==> src/design/rbp_pkg.sv <==
package rbp_pkg;

   // Address and data widths of the register-bit pointer unit.
   localparam int unsigned RBP_PTR_W = 23;
   localparam int unsigned RBP_LOW_W = 16;
   localparam int unsigned RBP_HIGH_W = 7;
   localparam int unsigned RBP_AUX_N = 8;
   localparam int unsigned RBP_ACC_W = 32;
   localparam int unsigned RBP_CMD_W = 13;
   localparam int unsigned RBP_ADDR_W = 8;

   // Register byte offsets on the APB.
   localparam logic [7:0] RBP_CMD_OFS = 8'h00;
   localparam logic [7:0] RBP_LONG_OFS = 8'h04;
   localparam logic [7:0] RBP_STATUS_OFS = 8'h08;
   localparam logic [7:0] RBP_LAST_ADDR_OFS = 8'h0c;
   localparam logic [7:0] RBP_COEFF_LOW_OFS = 8'h10;
   localparam logic [7:0] RBP_COEFF_HIGH_OFS = 8'h14;
   localparam logic [7:0] RBP_AUX_BASE_OFS = 8'h18;
   localparam logic [7:0] RBP_COEFF_BASE_OFS = 8'h1c;
   localparam logic [7:0] RBP_CIRC_EN_OFS = 8'h20;
   localparam logic [7:0] RBP_ACC_TWO_OFS = 8'h24;
   localparam logic [7:0] RBP_ACC_THREE_OFS = 8'h28;
   localparam logic [7:0] RBP_AUX_OFS = 8'h40;
   localparam logic [2:0] RBP_AUX_PAGE = 3'h2;

   // Status register bit positions, and the coefficient bit of the circular-enable register.
   localparam int unsigned RBP_ST_FLAG1_BIT = 0;
   localparam int unsigned RBP_ST_FLAG2_BIT = 1;
   localparam int unsigned RBP_ST_REFUSED_BIT = 2;
   localparam int unsigned RBP_ST_RANGE_BIT = 3;
   localparam int unsigned RBP_CIRC_COEFF_BIT = 8;

   // Values after reset.
   localparam logic [22:0] RBP_PTR_RST = 23'h000000;
   localparam logic [15:0] RBP_WORD_RST = 16'h0000;
   localparam logic [31:0] RBP_ACC_RST = 32'h00000000;
   localparam logic [8:0] RBP_CIRC_RST = 9'h000;

   // Pointer steps for post-modified coefficient forms.
   localparam logic [22:0] RBP_STEP_ONE = 23'h000001;
   localparam logic [22:0] RBP_STEP_TWO = 23'h000002;

   typedef enum logic [1:0] {
      RBP_OP_CLEAR,
      RBP_OP_SET,
      RBP_OP_PAIR_TEST,
      RBP_OP_NONE
   } rbp_op_t;

   typedef enum logic [2:0] {
      RBP_FORM_AUX_PRE_LONG,
      RBP_FORM_AUX_SHORT,
      RBP_FORM_COEFF,
      RBP_FORM_COEFF_INC,
      RBP_FORM_COEFF_DEC,
      RBP_FORM_RSV5,
      RBP_FORM_RSV6,
      RBP_FORM_RSV7
   } rbp_form_t;

   // Command word as written to the command register, low 13 bits.
   typedef struct packed {
      logic parallel;
      logic acc_sel;
      logic [2:0] short_offset_const;
      logic [2:0] aux_sel;
      rbp_form_t form;
      rbp_op_t op;
   } rbp_cmd_t;

   // Sticky and result flags of the status register.
   typedef struct packed {
      logic range_err;
      logic refused;
      logic test_flag_second;
      logic test_flag_first;
   } rbp_status_t;

endpackage

==> src/design/rbp_bit_addr.sv <==
`timescale 1ns/100ps

//Contract
// - Pre-modify long form adds constant to pointer first, keeps the sum.
// - Long constant comes from the two-byte extension; never in parallel.
// - Short form zero-extends 1..7 offset to 23 bits; pointer unchanged.
// - Extended coefficient pointer is seven high bits over sixteen low bits.
// - Plain coefficient form addresses high:low plus optional base; no update.
// - Post-increment uses current pointer, then adds 1 or 2.
// - Post-decrement uses current pointer, then subtracts 1 or 2.
// - Pair test copies lower bit to first flag, upper to second.
// - Clear or set touches only the addressed accumulator bit.
// - Long constant is signed and sign-extended to 23 bits.
module rbp_bit_addr
   import rbp_pkg::*;
#(
   parameter int unsigned AUX_N = RBP_AUX_N,
   parameter int unsigned ACC_W = RBP_ACC_W
) (
   input wire logic pclk,
   input wire logic presetn,
   input wire logic psel,
   input wire logic penable,
   input wire logic pwrite,
   input wire logic [RBP_ADDR_W-1:0] paddr,
   input wire logic [31:0] pwdata,
   input wire logic [3:0] pstrb,
   output logic [31:0] prdata,
   output logic pready,
   output logic pslverr
);

   // Software-visible state; each register has a next-value twin filled by one process below.
   logic [22:0] aux_r [AUX_N];
   logic [22:0] aux_nxt [AUX_N];
   logic [15:0] coeff_pointer_low_r, coeff_pointer_low_nxt;
   logic [6:0] coeff_pointer_high_r, coeff_pointer_high_nxt;
   logic [15:0] aux_circular_base_r, aux_circular_base_nxt;
   logic [15:0] coeff_circular_base_r, coeff_circular_base_nxt;
   logic [15:0] long_offset_const_r, long_offset_const_nxt;
   logic [8:0] circ_en_r, circ_en_nxt;
   logic [ACC_W-1:0] accumulator_two_r, accumulator_two_nxt;
   logic [ACC_W-1:0] accumulator_three_r, accumulator_three_nxt;
   logic [22:0] last_addr_r, last_addr_nxt;
   rbp_status_t status_reg_zero_r, status_reg_zero_nxt;
   logic [31:0] prdata_r, prdata_nxt;
   logic pready_r, pready_nxt;
   logic pslverr_r, pslverr_nxt;

   // Decode of the command on the bus, recomputed every cycle from the write data.
   rbp_cmd_t cmd;
   logic [22:0] ext_coeff_pointer;
   logic [22:0] ext_aux_pointer;
   logic [22:0] long_sext;
   logic [22:0] aux_pre;
   logic [22:0] bit_addr;
   logic cmd_legal;
   logic setup;
   logic wr_commit;
   logic is_aux_page;
   logic [2:0] aux_idx;
   logic mapped;

   // Bit address from a 23-bit pointer and offset; in circular mode the
   // base and offset act on the low part only, which wraps in 16 bits.
   // Linear mode lets a carry reach the high part; circular mode never does.
   function automatic logic [22:0] form_addr(input logic [22:0] ptr, input logic [22:0] ofs,
                                             input logic circ, input logic [15:0] base);
      logic [15:0] low;
      low = 16'(base + ptr[15:0] + ofs[15:0]);
      if (circ) begin
         form_addr = {ptr[22:16], low};
      end else begin
         form_addr = 23'(ptr + ofs);
      end
   endfunction

   // The command fields are only meaningful while a command write is on the bus;
   // elsewhere they are decoded anyway and simply ignored.
   assign setup = psel & ~penable;
   assign wr_commit = psel & penable & pready_r & pwrite & ~pslverr_r;
   assign is_aux_page = (paddr[7:5] == RBP_AUX_PAGE);
   assign aux_idx = paddr[4:2];
   assign cmd = rbp_cmd_t'(pwdata[RBP_CMD_W-1:0]);
   assign ext_coeff_pointer = {coeff_pointer_high_r, coeff_pointer_low_r};
   assign ext_aux_pointer = aux_r[cmd.aux_sel];
   // Sign extension lets a negative long constant step the pointer backwards.
   assign long_sext = {{7{long_offset_const_r[15]}}, long_offset_const_r};
   assign aux_pre = 23'(ext_aux_pointer + long_sext);

   // Address generation per operand form.
   always_comb begin
      bit_addr = ext_coeff_pointer;
      case (cmd.form)
         RBP_FORM_AUX_PRE_LONG: begin
            bit_addr = form_addr(aux_pre, RBP_PTR_RST, circ_en_r[cmd.aux_sel], aux_circular_base_r);
         end
         RBP_FORM_AUX_SHORT: begin
            bit_addr = form_addr(ext_aux_pointer, {20'h00000, cmd.short_offset_const},
                                 circ_en_r[cmd.aux_sel], aux_circular_base_r);
         end
         RBP_FORM_COEFF, RBP_FORM_COEFF_INC, RBP_FORM_COEFF_DEC: begin
            bit_addr = form_addr(ext_coeff_pointer, RBP_PTR_RST, circ_en_r[RBP_CIRC_COEFF_BIT],
                                 coeff_circular_base_r);
         end
         default: begin
            bit_addr = ext_coeff_pointer;
         end
      endcase
   end

   // A command is refused if its form is reserved, the short offset is zero,
   // the operation code is unused, or a long-offset form is issued in parallel.
   // Refusal is judged from the setup-cycle data, which the master holds into the access phase.
   always_comb begin
      cmd_legal = 1'b1;
      if (cmd.form > RBP_FORM_COEFF_DEC || cmd.op == RBP_OP_NONE) begin
         cmd_legal = 1'b0;
      end
      if (cmd.form == RBP_FORM_AUX_SHORT && cmd.short_offset_const == 3'h0) begin
         cmd_legal = 1'b0;
      end
      if (cmd.form == RBP_FORM_AUX_PRE_LONG && cmd.parallel) begin
         cmd_legal = 1'b0;
      end
   end

   // Address decode for the current request.
   always_comb begin
      mapped = 1'b1;
      if (is_aux_page) begin
         mapped = (32'(aux_idx) < AUX_N);
      end else begin
         case (paddr)
            RBP_CMD_OFS, RBP_LONG_OFS, RBP_STATUS_OFS, RBP_LAST_ADDR_OFS, RBP_COEFF_LOW_OFS,
            RBP_COEFF_HIGH_OFS, RBP_AUX_BASE_OFS, RBP_COEFF_BASE_OFS, RBP_CIRC_EN_OFS,
            RBP_ACC_TWO_OFS, RBP_ACC_THREE_OFS: mapped = 1'b1;
            default: mapped = 1'b0;
         endcase
      end
   end

   // Bus answer: decided in the setup cycle, presented one edge later so the
   // access phase completes at its first edge and all outputs come from flops.
   // Registering the answer keeps the read mux off the bus timing path at no extra cycle.
   always_comb begin
      pready_nxt = setup;
      pslverr_nxt = 1'b0;
      prdata_nxt = 32'h00000000;
      if (setup) begin
         pslverr_nxt = ~mapped | (pwrite & (paddr == RBP_CMD_OFS) & ~cmd_legal);
         if (!pwrite && is_aux_page && mapped) begin
            prdata_nxt = {9'h000, aux_r[aux_idx]};
         end else if (!pwrite) begin
            case (paddr)
               RBP_LONG_OFS: prdata_nxt = {16'h0000, long_offset_const_r};
               RBP_STATUS_OFS: prdata_nxt = {28'h0000000, status_reg_zero_r};
               RBP_LAST_ADDR_OFS: prdata_nxt = {9'h000, last_addr_r};
               RBP_COEFF_LOW_OFS: prdata_nxt = {16'h0000, coeff_pointer_low_r};
               RBP_COEFF_HIGH_OFS: prdata_nxt = {25'h0000000, coeff_pointer_high_r};
               RBP_AUX_BASE_OFS: prdata_nxt = {16'h0000, aux_circular_base_r};
               RBP_COEFF_BASE_OFS: prdata_nxt = {16'h0000, coeff_circular_base_r};
               RBP_CIRC_EN_OFS: prdata_nxt = {23'h000000, circ_en_r};
               RBP_ACC_TWO_OFS: prdata_nxt = 32'(accumulator_two_r);
               RBP_ACC_THREE_OFS: prdata_nxt = 32'(accumulator_three_r);
               default: prdata_nxt = 32'h00000000;
            endcase
         end
      end
   end

   // Register writes and command execution. A command executes only at the
   // completing edge of its write, so one bus transfer is one instruction.
   always_comb begin
      logic [ACC_W-1:0] acc;
      logic [22:0] step;
      logic in_range;
      acc = cmd.acc_sel ? accumulator_three_r : accumulator_two_r;
      step = (cmd.op == RBP_OP_PAIR_TEST) ? RBP_STEP_TWO : RBP_STEP_ONE;
      in_range = (cmd.op == RBP_OP_PAIR_TEST) ? (32'(bit_addr) + 32'd1 < ACC_W) : (32'(bit_addr) < ACC_W);
      for (int i = 0; i < AUX_N; i++) begin
         aux_nxt[i] = aux_r[i];
      end
      coeff_pointer_low_nxt = coeff_pointer_low_r;
      coeff_pointer_high_nxt = coeff_pointer_high_r;
      aux_circular_base_nxt = aux_circular_base_r;
      coeff_circular_base_nxt = coeff_circular_base_r;
      long_offset_const_nxt = long_offset_const_r;
      circ_en_nxt = circ_en_r;
      accumulator_two_nxt = accumulator_two_r;
      accumulator_three_nxt = accumulator_three_r;
      last_addr_nxt = last_addr_r;
      status_reg_zero_nxt = status_reg_zero_r;
      // Write-one-to-clear on the sticky error bits; a new event below wins.
      // Only the low byte lane is honoured, since every status bit lives there.
      if (wr_commit && paddr == RBP_STATUS_OFS && pstrb[0]) begin
         status_reg_zero_nxt.refused = status_reg_zero_r.refused & ~pwdata[RBP_ST_REFUSED_BIT];
         status_reg_zero_nxt.range_err = status_reg_zero_r.range_err & ~pwdata[RBP_ST_RANGE_BIT];
      end
      // A refused command leaves a sticky mark; this set sits after the clear so it wins.
      if (psel && penable && pready_r && pwrite && pslverr_r && paddr == RBP_CMD_OFS) begin
         status_reg_zero_nxt.refused = 1'b1;
      end
      if (wr_commit && is_aux_page) begin
         aux_nxt[aux_idx] = pwdata[22:0];
      end
      if (wr_commit && !is_aux_page) begin
         case (paddr)
            RBP_LONG_OFS: long_offset_const_nxt = pwdata[15:0];
            RBP_COEFF_LOW_OFS: coeff_pointer_low_nxt = pwdata[15:0];
            RBP_COEFF_HIGH_OFS: coeff_pointer_high_nxt = pwdata[6:0];
            RBP_AUX_BASE_OFS: aux_circular_base_nxt = pwdata[15:0];
            RBP_COEFF_BASE_OFS: coeff_circular_base_nxt = pwdata[15:0];
            RBP_CIRC_EN_OFS: circ_en_nxt = pwdata[8:0];
            RBP_ACC_TWO_OFS: accumulator_two_nxt = pwdata[ACC_W-1:0];
            RBP_ACC_THREE_OFS: accumulator_three_nxt = pwdata[ACC_W-1:0];
            RBP_CMD_OFS: begin
               last_addr_nxt = bit_addr;
               // Pointer updates; plain and short forms leave pointers alone.
               // Post steps wrap modulo 2^23, so the top of the space rolls back to zero.
               case (cmd.form)
                  RBP_FORM_AUX_PRE_LONG: aux_nxt[cmd.aux_sel] = aux_pre;
                  RBP_FORM_COEFF_INC: begin
                     {coeff_pointer_high_nxt, coeff_pointer_low_nxt} = 23'(ext_coeff_pointer + step);
                  end
                  RBP_FORM_COEFF_DEC: begin
                     {coeff_pointer_high_nxt, coeff_pointer_low_nxt} = 23'(ext_coeff_pointer - step);
                  end
                  default: last_addr_nxt = bit_addr;
               endcase
               // A bit beyond the accumulator is flagged; the accumulator and test flags keep their values.
               // Pointer updates above still apply, so a sweep past the top keeps its place.
               if (!in_range) begin
                  status_reg_zero_nxt.range_err = 1'b1;
               end else begin
                  case (cmd.op)
                     RBP_OP_CLEAR: acc[bit_addr[4:0]] = 1'b0;
                     RBP_OP_SET: acc[bit_addr[4:0]] = 1'b1;
                     RBP_OP_PAIR_TEST: begin
                        status_reg_zero_nxt.test_flag_first = acc[bit_addr[4:0]];
                        status_reg_zero_nxt.test_flag_second = acc[5'(bit_addr[4:0] + 5'h01)];
                     end
                     default: acc = acc;
                  endcase
                  if (cmd.acc_sel) begin
                     accumulator_three_nxt = acc;
                  end else begin
                     accumulator_two_nxt = acc;
                  end
               end
            end
            default: last_addr_nxt = last_addr_r;
         endcase
      end
   end

   // State registers; all take constants under reset.
   // The pointer array resets in a loop so AUX_N may change without edits here.
   always_ff @(posedge pclk or negedge presetn) begin
      if (!presetn) begin
         for (int i = 0; i < AUX_N; i++) begin
            aux_r[i] <= RBP_PTR_RST;
         end
         coeff_pointer_low_r <= RBP_WORD_RST;
         coeff_pointer_high_r <= RBP_PTR_RST[22:16];
         aux_circular_base_r <= RBP_WORD_RST;
         coeff_circular_base_r <= RBP_WORD_RST;
         long_offset_const_r <= RBP_WORD_RST;
         circ_en_r <= RBP_CIRC_RST;
         accumulator_two_r <= RBP_ACC_RST[ACC_W-1:0];
         accumulator_three_r <= RBP_ACC_RST[ACC_W-1:0];
         last_addr_r <= RBP_PTR_RST;
         status_reg_zero_r <= '0;
         prdata_r <= 32'h00000000;
         pready_r <= 1'b0;
         pslverr_r <= 1'b0;
      end else begin
         for (int i = 0; i < AUX_N; i++) begin
            aux_r[i] <= aux_nxt[i];
         end
         coeff_pointer_low_r <= coeff_pointer_low_nxt;
         coeff_pointer_high_r <= coeff_pointer_high_nxt;
         aux_circular_base_r <= aux_circular_base_nxt;
         coeff_circular_base_r <= coeff_circular_base_nxt;
         long_offset_const_r <= long_offset_const_nxt;
         circ_en_r <= circ_en_nxt;
         accumulator_two_r <= accumulator_two_nxt;
         accumulator_three_r <= accumulator_three_nxt;
         last_addr_r <= last_addr_nxt;
         status_reg_zero_r <= status_reg_zero_nxt;
         prdata_r <= prdata_nxt;
         pready_r <= pready_nxt;
         pslverr_r <= pslverr_nxt;
      end
   end

   // Outputs come straight from flops; no logic sits between them and the pins.
   assign prdata = prdata_r;
   assign pready = pready_r;
   assign pslverr = pslverr_r;

endmodule // rbp_bit_addr

==> config.mk <==
export PLATFORM = sky130hd
export DESIGN_NAME = rbp_bit_addr
export DESIGN_NICKNAME = d
export VERILOG_FILES = /design/src/design/rbp_pkg.sv /design/src/design/rbp_bit_addr.sv
export SDC_FILE = /design/constraint.sdc
export NUM_CORES = 1
export LEC_CHECK = 0
export BUFFER_PORTS_ARGS = -buffer_cell sky130_fd_sc_hd__buf_2
export CAP_MARGIN = 20
export CORE_MARGIN = 4
export CORE_UTILIZATION = 49
export CTS_CLUSTER_SIZE = 28
export DETAILED_ROUTE_END_ITERATION = 16
export HOLD_SLACK_MARGIN = 0.05
export MAX_ROUTING_LAYER = met4
export PLACE_DENSITY = 0.63
export SYNTH_ARGS = -nofsm -noshare
export SYNTH_HDL_FRONTEND = slang
export SYNTH_SLANG_ARGS = --single-unit
==> constraint.sdc <==
create_clock -name pclk -period 9.1 [get_ports pclk]
set_input_delay 1.365 -clock pclk [delete_from_list [all_inputs] [get_ports pclk]]
set_output_delay 1.365 -clock pclk [all_outputs]
set_load 0.005 [all_outputs]
==> Word level (Yosys, flattened, before mapping) <==
Index checks and enable logic that the tools add are counted.
{ "word_totals": {"ff_bits": 389, "latchBits": 0, "mem_bits_rw": 0, "mem_bits_ro": 0, "input_bits": 49, "wordCells": 185, "memories": 0} }
{ "op_classes": {"addsub": 10, "n_mul": 0, "div_mod_pow": 0, "n_lt_le_gt_ge": 11, "n_eq_ne": 22, "shifts": 0, "mux": 57, "bitwise": 21, "reduce_logical": 40} }
{ "ops": {"columns": ["operator", "n"], "rows": [
  ["184-bit two-way mux", 4],
  ["184-bit bitwise mux", 2],
  ["32-bit one-hot mux with 10 select lines", 1],
  ["32-bit two-way mux", 8],
  ["32-bit one-hot mux with 2 select lines", 3],
  ["23-bit two-way mux", 7],
  ["23-bit binary-select mux with 3-bit select", 2],
  ["23-bit demux with 3-bit select", 2],
  ["23-bit one-hot mux with 3 select lines", 1],
  ["16-bit one-hot mux with 2 select lines", 2],
  ["16-bit adder", 3],
  ["32-bit AND", 1],
  ["8-bit by 5-bit == test with 1-bit output (second input constant)", 4],
  ["16-bit two-way mux", 2],
  ["32-bit NOT", 1],
  ["32-bit OR", 1],
  ["7-bit one-hot mux with 2 select lines", 2],
  ["23-bit by 1-bit adder with 24-bit output (second input constant)", 1],
  ["8-bit by 6-bit == test with 1-bit output (second input constant)", 3],
  ["24-bit by 6-bit less-than comparator with 1-bit output (second input constant)", 1],
  ["23-bit by 2-bit adder with 23-bit output", 1],
  ["23-bit adder", 1],
  ["23-bit by 3-bit adder with 23-bit output", 1],
  ["23-bit by 6-bit less-than comparator with 1-bit output (second input constant)", 1],
  ["other kinds (40)", 106]
]} }

==> Logic depth before layout (Yosys ltp) <==
{ "logic_depth": {"word_depth": 18, "ltp_mapped": 33, "ltp_nobuf": 26} }

==> Least setup slack after synthesis <==
Ideal clock, no wire load.
{ "synth_path": {"path_kind": "input port to flip-flop", "start": "in pwdata[7]", "end": "reg accumulator_three_r[10]", "arrival_time_ns": 8.800, "required_time_ns": 8.975, "setup_slack_ns": 0.175, "cell_stages": 32, "path_buffers": 7, "cell_sequence": "buf_4 -> buf_4 -> buf_2 -> buf_2 -> buf_1 -> clkbuf_1 -> mux4_2 -> nand2_1 -> nand2_1 -> ha_1 -> inv_1 -> fa_1 -> nand2b_1 -> a21oi_1 -> o31ai_1 -> a211oi_1 -> ha_1 -> a21oi_1 -> o21ai_0 -> or3_1 -> o21ai_0 -> xnor2_1 -> a22o_1 -> nor3_1 -> or3_1 -> or4_1 -> mux2i_1 -> nor4b_2 -> a41oi_2 -> a21oi_4 -> buf_6 -> mux2_2"} }
{ "synth_via": {"elab_chain_len": 18, "word_cells_on_any_way": 32, "classes_between": "add/sub (6); order compare (4); eq/ne (1); mux (15); bitwise (4); reduce/logical (2)"} }
{ "synth_rtl": {"columns": ["item", "line_no", "rtl"], "rows": [
  ["start: declaration", "rbp_bit_addr.sv:26", "input wire logic [31:0] pwdata,"],
  ["3-bit NOT with 4-bit output (not written as such)", "rbp_bit_addr.sv:86", "assign ext_aux_pointer = aux_r[cmd.aux_sel];"],
  ["23-bit binary-select mux with 3-bit select", "rbp_bit_addr.sv:86", null],
  ["23-bit two-way mux (not written as such) (2 in series)", "rbp_bit_addr.sv:86", null],
  ["23-bit adder or 16-bit adder (tied branches)", "rbp_bit_addr.sv:89, rbp_bit_addr.sv:70", null],
  ["16-bit adder or 16-bit by 3-bit adder with 16-bit output (tied branches)", "rbp_bit_addr.sv:70", "low = 16'(base + ptr[15:0] + ofs[15:0]);"],
  ["16-bit two-way mux or 23-bit two-way mux (tied branches)", "rbp_bit_addr.sv:71", "if (circ) begin"],
  ["23-bit one-hot mux with 3 select lines *", "rbp_bit_addr.sv:94", "case (cmd.form)"],
  ["branches (longest 10 deep; another with 23-bit by 1-bit adder with 24-bit output)", null, null],
  ["end signal: assignment", "rbp_bit_addr.sv:271", "accumulator_three_r <= RBP_ACC_RST[ACC_W-1:0];"],
  ["end signal: assignment", "rbp_bit_addr.sv:288", "accumulator_three_r <= accumulator_three_nxt;"],
  ["end: declaration", "rbp_bit_addr.sv:43", "logic [ACC_W-1:0] accumulator_three_r, accumulator_three_nxt;"]
]} }
Every way passes the cells marked *. The select of a mux whose other input is x is not followed.
A chain may end at the register's enable or synchronous reset.

==> Final worst setup path <==
{ "layout_path": {"start": "in pwdata[7]", "end": "reg accumulator_three_r[1]"} }
Same word-level chain as after synthesis.

==> impl_metrics.py <==
metrics = {
    "setup_path": {
        "cp_max_fo": 19,
        "cp.required_ns": 9.57,
        "ff2ff_setup_slack_ns": 1.61,
        "crit_path_max_incr_delay_ns": 0.70,
        "start_kind": "input pin",
        "r2r-start": "aux_r[116]",
        "cp_common_cell": "buf_4",
        "critPathKind": "input pin to flip-flop",
        "worstRegToRegCells": 31,
        "arrival_ns": 8.89,
        "reg2reg_to": "accumulator_three_r[1]",
        "critPathSlowestCell": "nor4bb_1",
        "critPathCaptureType": "flip-flop",
    },
    "route": {
        "detail-route-antenna-nets": 0,
        "vias": 27500,
        "first_pass_iters": 8,
        "wirelength_microns": 122000,
        "drc": 0,
        "vias_per_cell": 6.83,
        "wl_per_cell_microns": 30.2,
        "drt_iter0_drc": 3551,
    },
    "yosys": {
        "ys.flop_type": "dfrtp_1",
        "yosysTopAreaCellShare_pct": 33.7,
        "avgSynthCellArea_sq_um": 9.13,
        "postSynth.asyncResetShare_pct": 100,
        "synthTopCellsByArea": "dfrtp_1 34%, mux2i_1 7.7%, mux4_2 6.4%, mux2_2 5.5%, a21oi_1 4.6%",
        "synth_cells": 3163,
        "syn-cell-area_sq_um": 28900,
        "syn_nets": 3313,
        "yosys_warnings": 0,
        "synthDistinctLibCells": 91,
        "synth_top_cell_by_area": "dfrtp_1",
        "synth-seq-cells": 389,
        "synth_edf_count": 0,
        "synth_seq_area_share_pct": 33.7,
    },
    "clock_network": {
        "clkLatencyLatePin_ns": 0.59,
        "clkSinkCount": 389,
        "cts_resized": 0,
        "cts.path.max_buffers": 3,
        "clockRootBuffer": "clkbuf_16",
        "cts-hold-fix-buffers": 0,
        "numCtsBuffers": 45,
        "htree_levels": 2,
        "postCtsSetupBuffers": 0,
        "path_clk_slew_ns": 0.06,
        "cts_tree": "done",
    },
    "pwr": {
        "sw_frac_of_total_pct": 27.2,
        "power_frac_seq_pct": 44.3,
        "combPwrFrac_pct": 11.2,
        "power_frac_clock_pct": 44.4,
        "peakVddDrop_mv": 0.151,
        "intPower_mw": 2.89,
        "powerDensity_nw_per_um2": 123,
        "p_switching_mw": 1.08,
        "leakage_nw": 15.2,
    },
    "timing": {
        "setup_viol": 0,
        "fin_setup_tns_ns": 0,
        "fmax_ghz": 0.119,
        "skew_ns": 0.0289,
        "drv_slew": 0,
        "finalCriticalPeriod_ns": 8.42,
        "rsz0062_at_grt": "no",
        "setup_ws_ns": 0.678,
        "period_share_pct": 92.5,
        "maxSlewHeadroom_pct": 19.5,
        "hold_viol": 0,
        "worst_pin_slew_ns": 1.20,
    },
    "global_routing": {
        "grt_use_total_pct": 38.6,
        "first_global_vias": 26400,
        "overflow": 0,
        "grt_max_degree": 112,
        "grt_antenna_before_repair": 4,
        "grt_pass1_wl_microns": 177000,
    },
    "floorplanning": {
        "die_h_microns": 251,
        "design.portCount": 83,
        "num_rows": 88,
        "dieWidth_microns": 251,
        "die-area_sq_um": 62900,
        "core_area_sq_um": 58000,
        "initial_core_util_pct": 49.7,
    },
    "place": {
        "post-dp-hpwl_microns": 88000,
        "gp_congestion": 1.04,
        "dp_slack_ns": 0.265,
        "portBuffers": 79,
    },
    "final_layout": {
        "fin_nets": 3380,
        "finalCoreUtilization_pct": 55.6,
        "layout_common_cells": "389 x dfrtp_1, 339 x nand2_1, 290 x nor2_1",
        "final_common_cell": "dfrtp_1",
        "syn_to_final_growth_pct": 11.8,
        "drive_gt1_share_pct": 19.3,
    },
    "hold_path": {
        "min_to": "status_reg_zero_r[2]",
        "hp-start": "status_reg_zero_r[2]",
        "whs_path_depth": 1,
        "hp-class": "flip-flop to flip-flop",
    },
    "run_status": {
        "status": "finished, final reports clean",
    },
    "flow_run": {
        "maxCapViolations": 0,
    },
}
[critical path, delay by kind of cell]
kind                       cells  cell delay [ns]
adders and majority gates      2             0.62
buffers and inverters          8             1.60
AOI/OAI and AO/OA             11             2.50
and+or+nand+nor                6             1.44
xor gates and xnor gates       1             0.17
muxes                          4             1.12
[per-stage QoR]
stage	cell area, sq um	hold WS, ns	instances	power [mW]
after floorplan	28900	0.449	3163	2.02
after global placement	30800	0.464	3944	2.22
after detailed placement	30800	0.481	3946	2.22
after CTS	32200	0.491	4022	3.97
after global routing	32300	0.517	4026	4.07
final	32300	0.492	4026	3.96
[layout make-up]
class,count,area (sq um)
inverters,53,199
multi-input cells,2481,18100
clock buffers,69,1300
diodes,2,5.00
well taps,765,957
repair buffers,260,1920
fillers,5269,25800
clock inverters,7,73.8
flip-flops and latches,389,9730
[Yosys cell counts (13+ instances only)]
cell	number
dfrtp_1	389
nand2_1	343
nor2_1	298
a21oi_1	266
o21ai_0	237
mux2i_1	222
clkbuf_1	196
mux2_2	142
ha_1	91
mux4_2	82
nand3_1	59
inv_1	53
a22oi_1	45
nor3_1	45
o22a_1	43
a31oi_1	35
xnor2_1	35
o221a_2	32
a211oi_1	28
a222oi_1	27
nand2b_1	26
xor2_1	24
nor2b_1	23
o211ai_1	22
o21a_1	21
buf_1	20
nand4_1	20
and3_1	19
a21o_1	18
a221oi_1	17
o22ai_1	17
o31ai_1	17
and2_1	16
o221ai_1	15
or2_2	15
buf_2	13
nor4_1	13
[flip-flops by register name, indices dropped and copies added, names as in the netlist]
name                   cells
accumulator_two_r         32
aux_r                    184
pready                     1
pslverr                    1
aux_circular_base_r       16
status_reg_zero_r          4
prdata                    32
coeff_pointer_low_r       16
long_offset_const_r       16
coeff_circular_base_r     16
coeff_pointer_high_r       7
last_addr_r               23
accumulator_three_r       32
circ_en_r                  9
[worst max path at each step]
stage                                   end       from  slack, ns
detailed placement     status_reg_zero_r[1]  pwdata[7]       0.27
global route           status_reg_zero_r[1]  pwdata[7]       0.29
CTS                 accumulator_three_r[22]  pwdata[7]       0.84
global placement       status_reg_zero_r[0]  pwdata[7]       0.24
finish               accumulator_three_r[1]  pwdata[7]       0.68
floorplan           accumulator_three_r[10]  pwdata[7]       0.17
[per-layer routing]
layer / GRT usage, % / up-vias / share of wire, %
li1: - / 12000 / -
met1: 52.2 / 13700 / 41
met2: 57.9 / 1542 / 45
met3: 6.12 / 290 / 9.3
met4: 16.3 / 0 / 4.9
met5: - / - / 0
[kinds of logic (layout without fill, tap and decap cells)]
group	Yosys count	in the layout	synth area share, %
buffers and inverters	293	389	4.09
multiplexers	448	448	19.7
AO/OA/AOI/OAI	942	942	21.5
flip-flops	389	389	33.7
other	0	2	0
XOR/XNOR	59	59	1.79
AND/OR/NAND/NOR	931	931	14.6
adder cells (fa/ha/maj)	101	101	4.64
[power by group through the flow]
stage | combinational, mW | clock (mW) | sequential, mW
floorplan | 0.236 | 0 | 1.78
global placement | 0.429 | 0 | 1.79
detailed placement | 0.435 | 0 | 1.79
CTS | 0.436 | 1.77 | 1.76
global route | 0.471 | 1.85 | 1.76
finish | 0.446 | 1.76 | 1.76
Power figures use the tool's default switching activity.
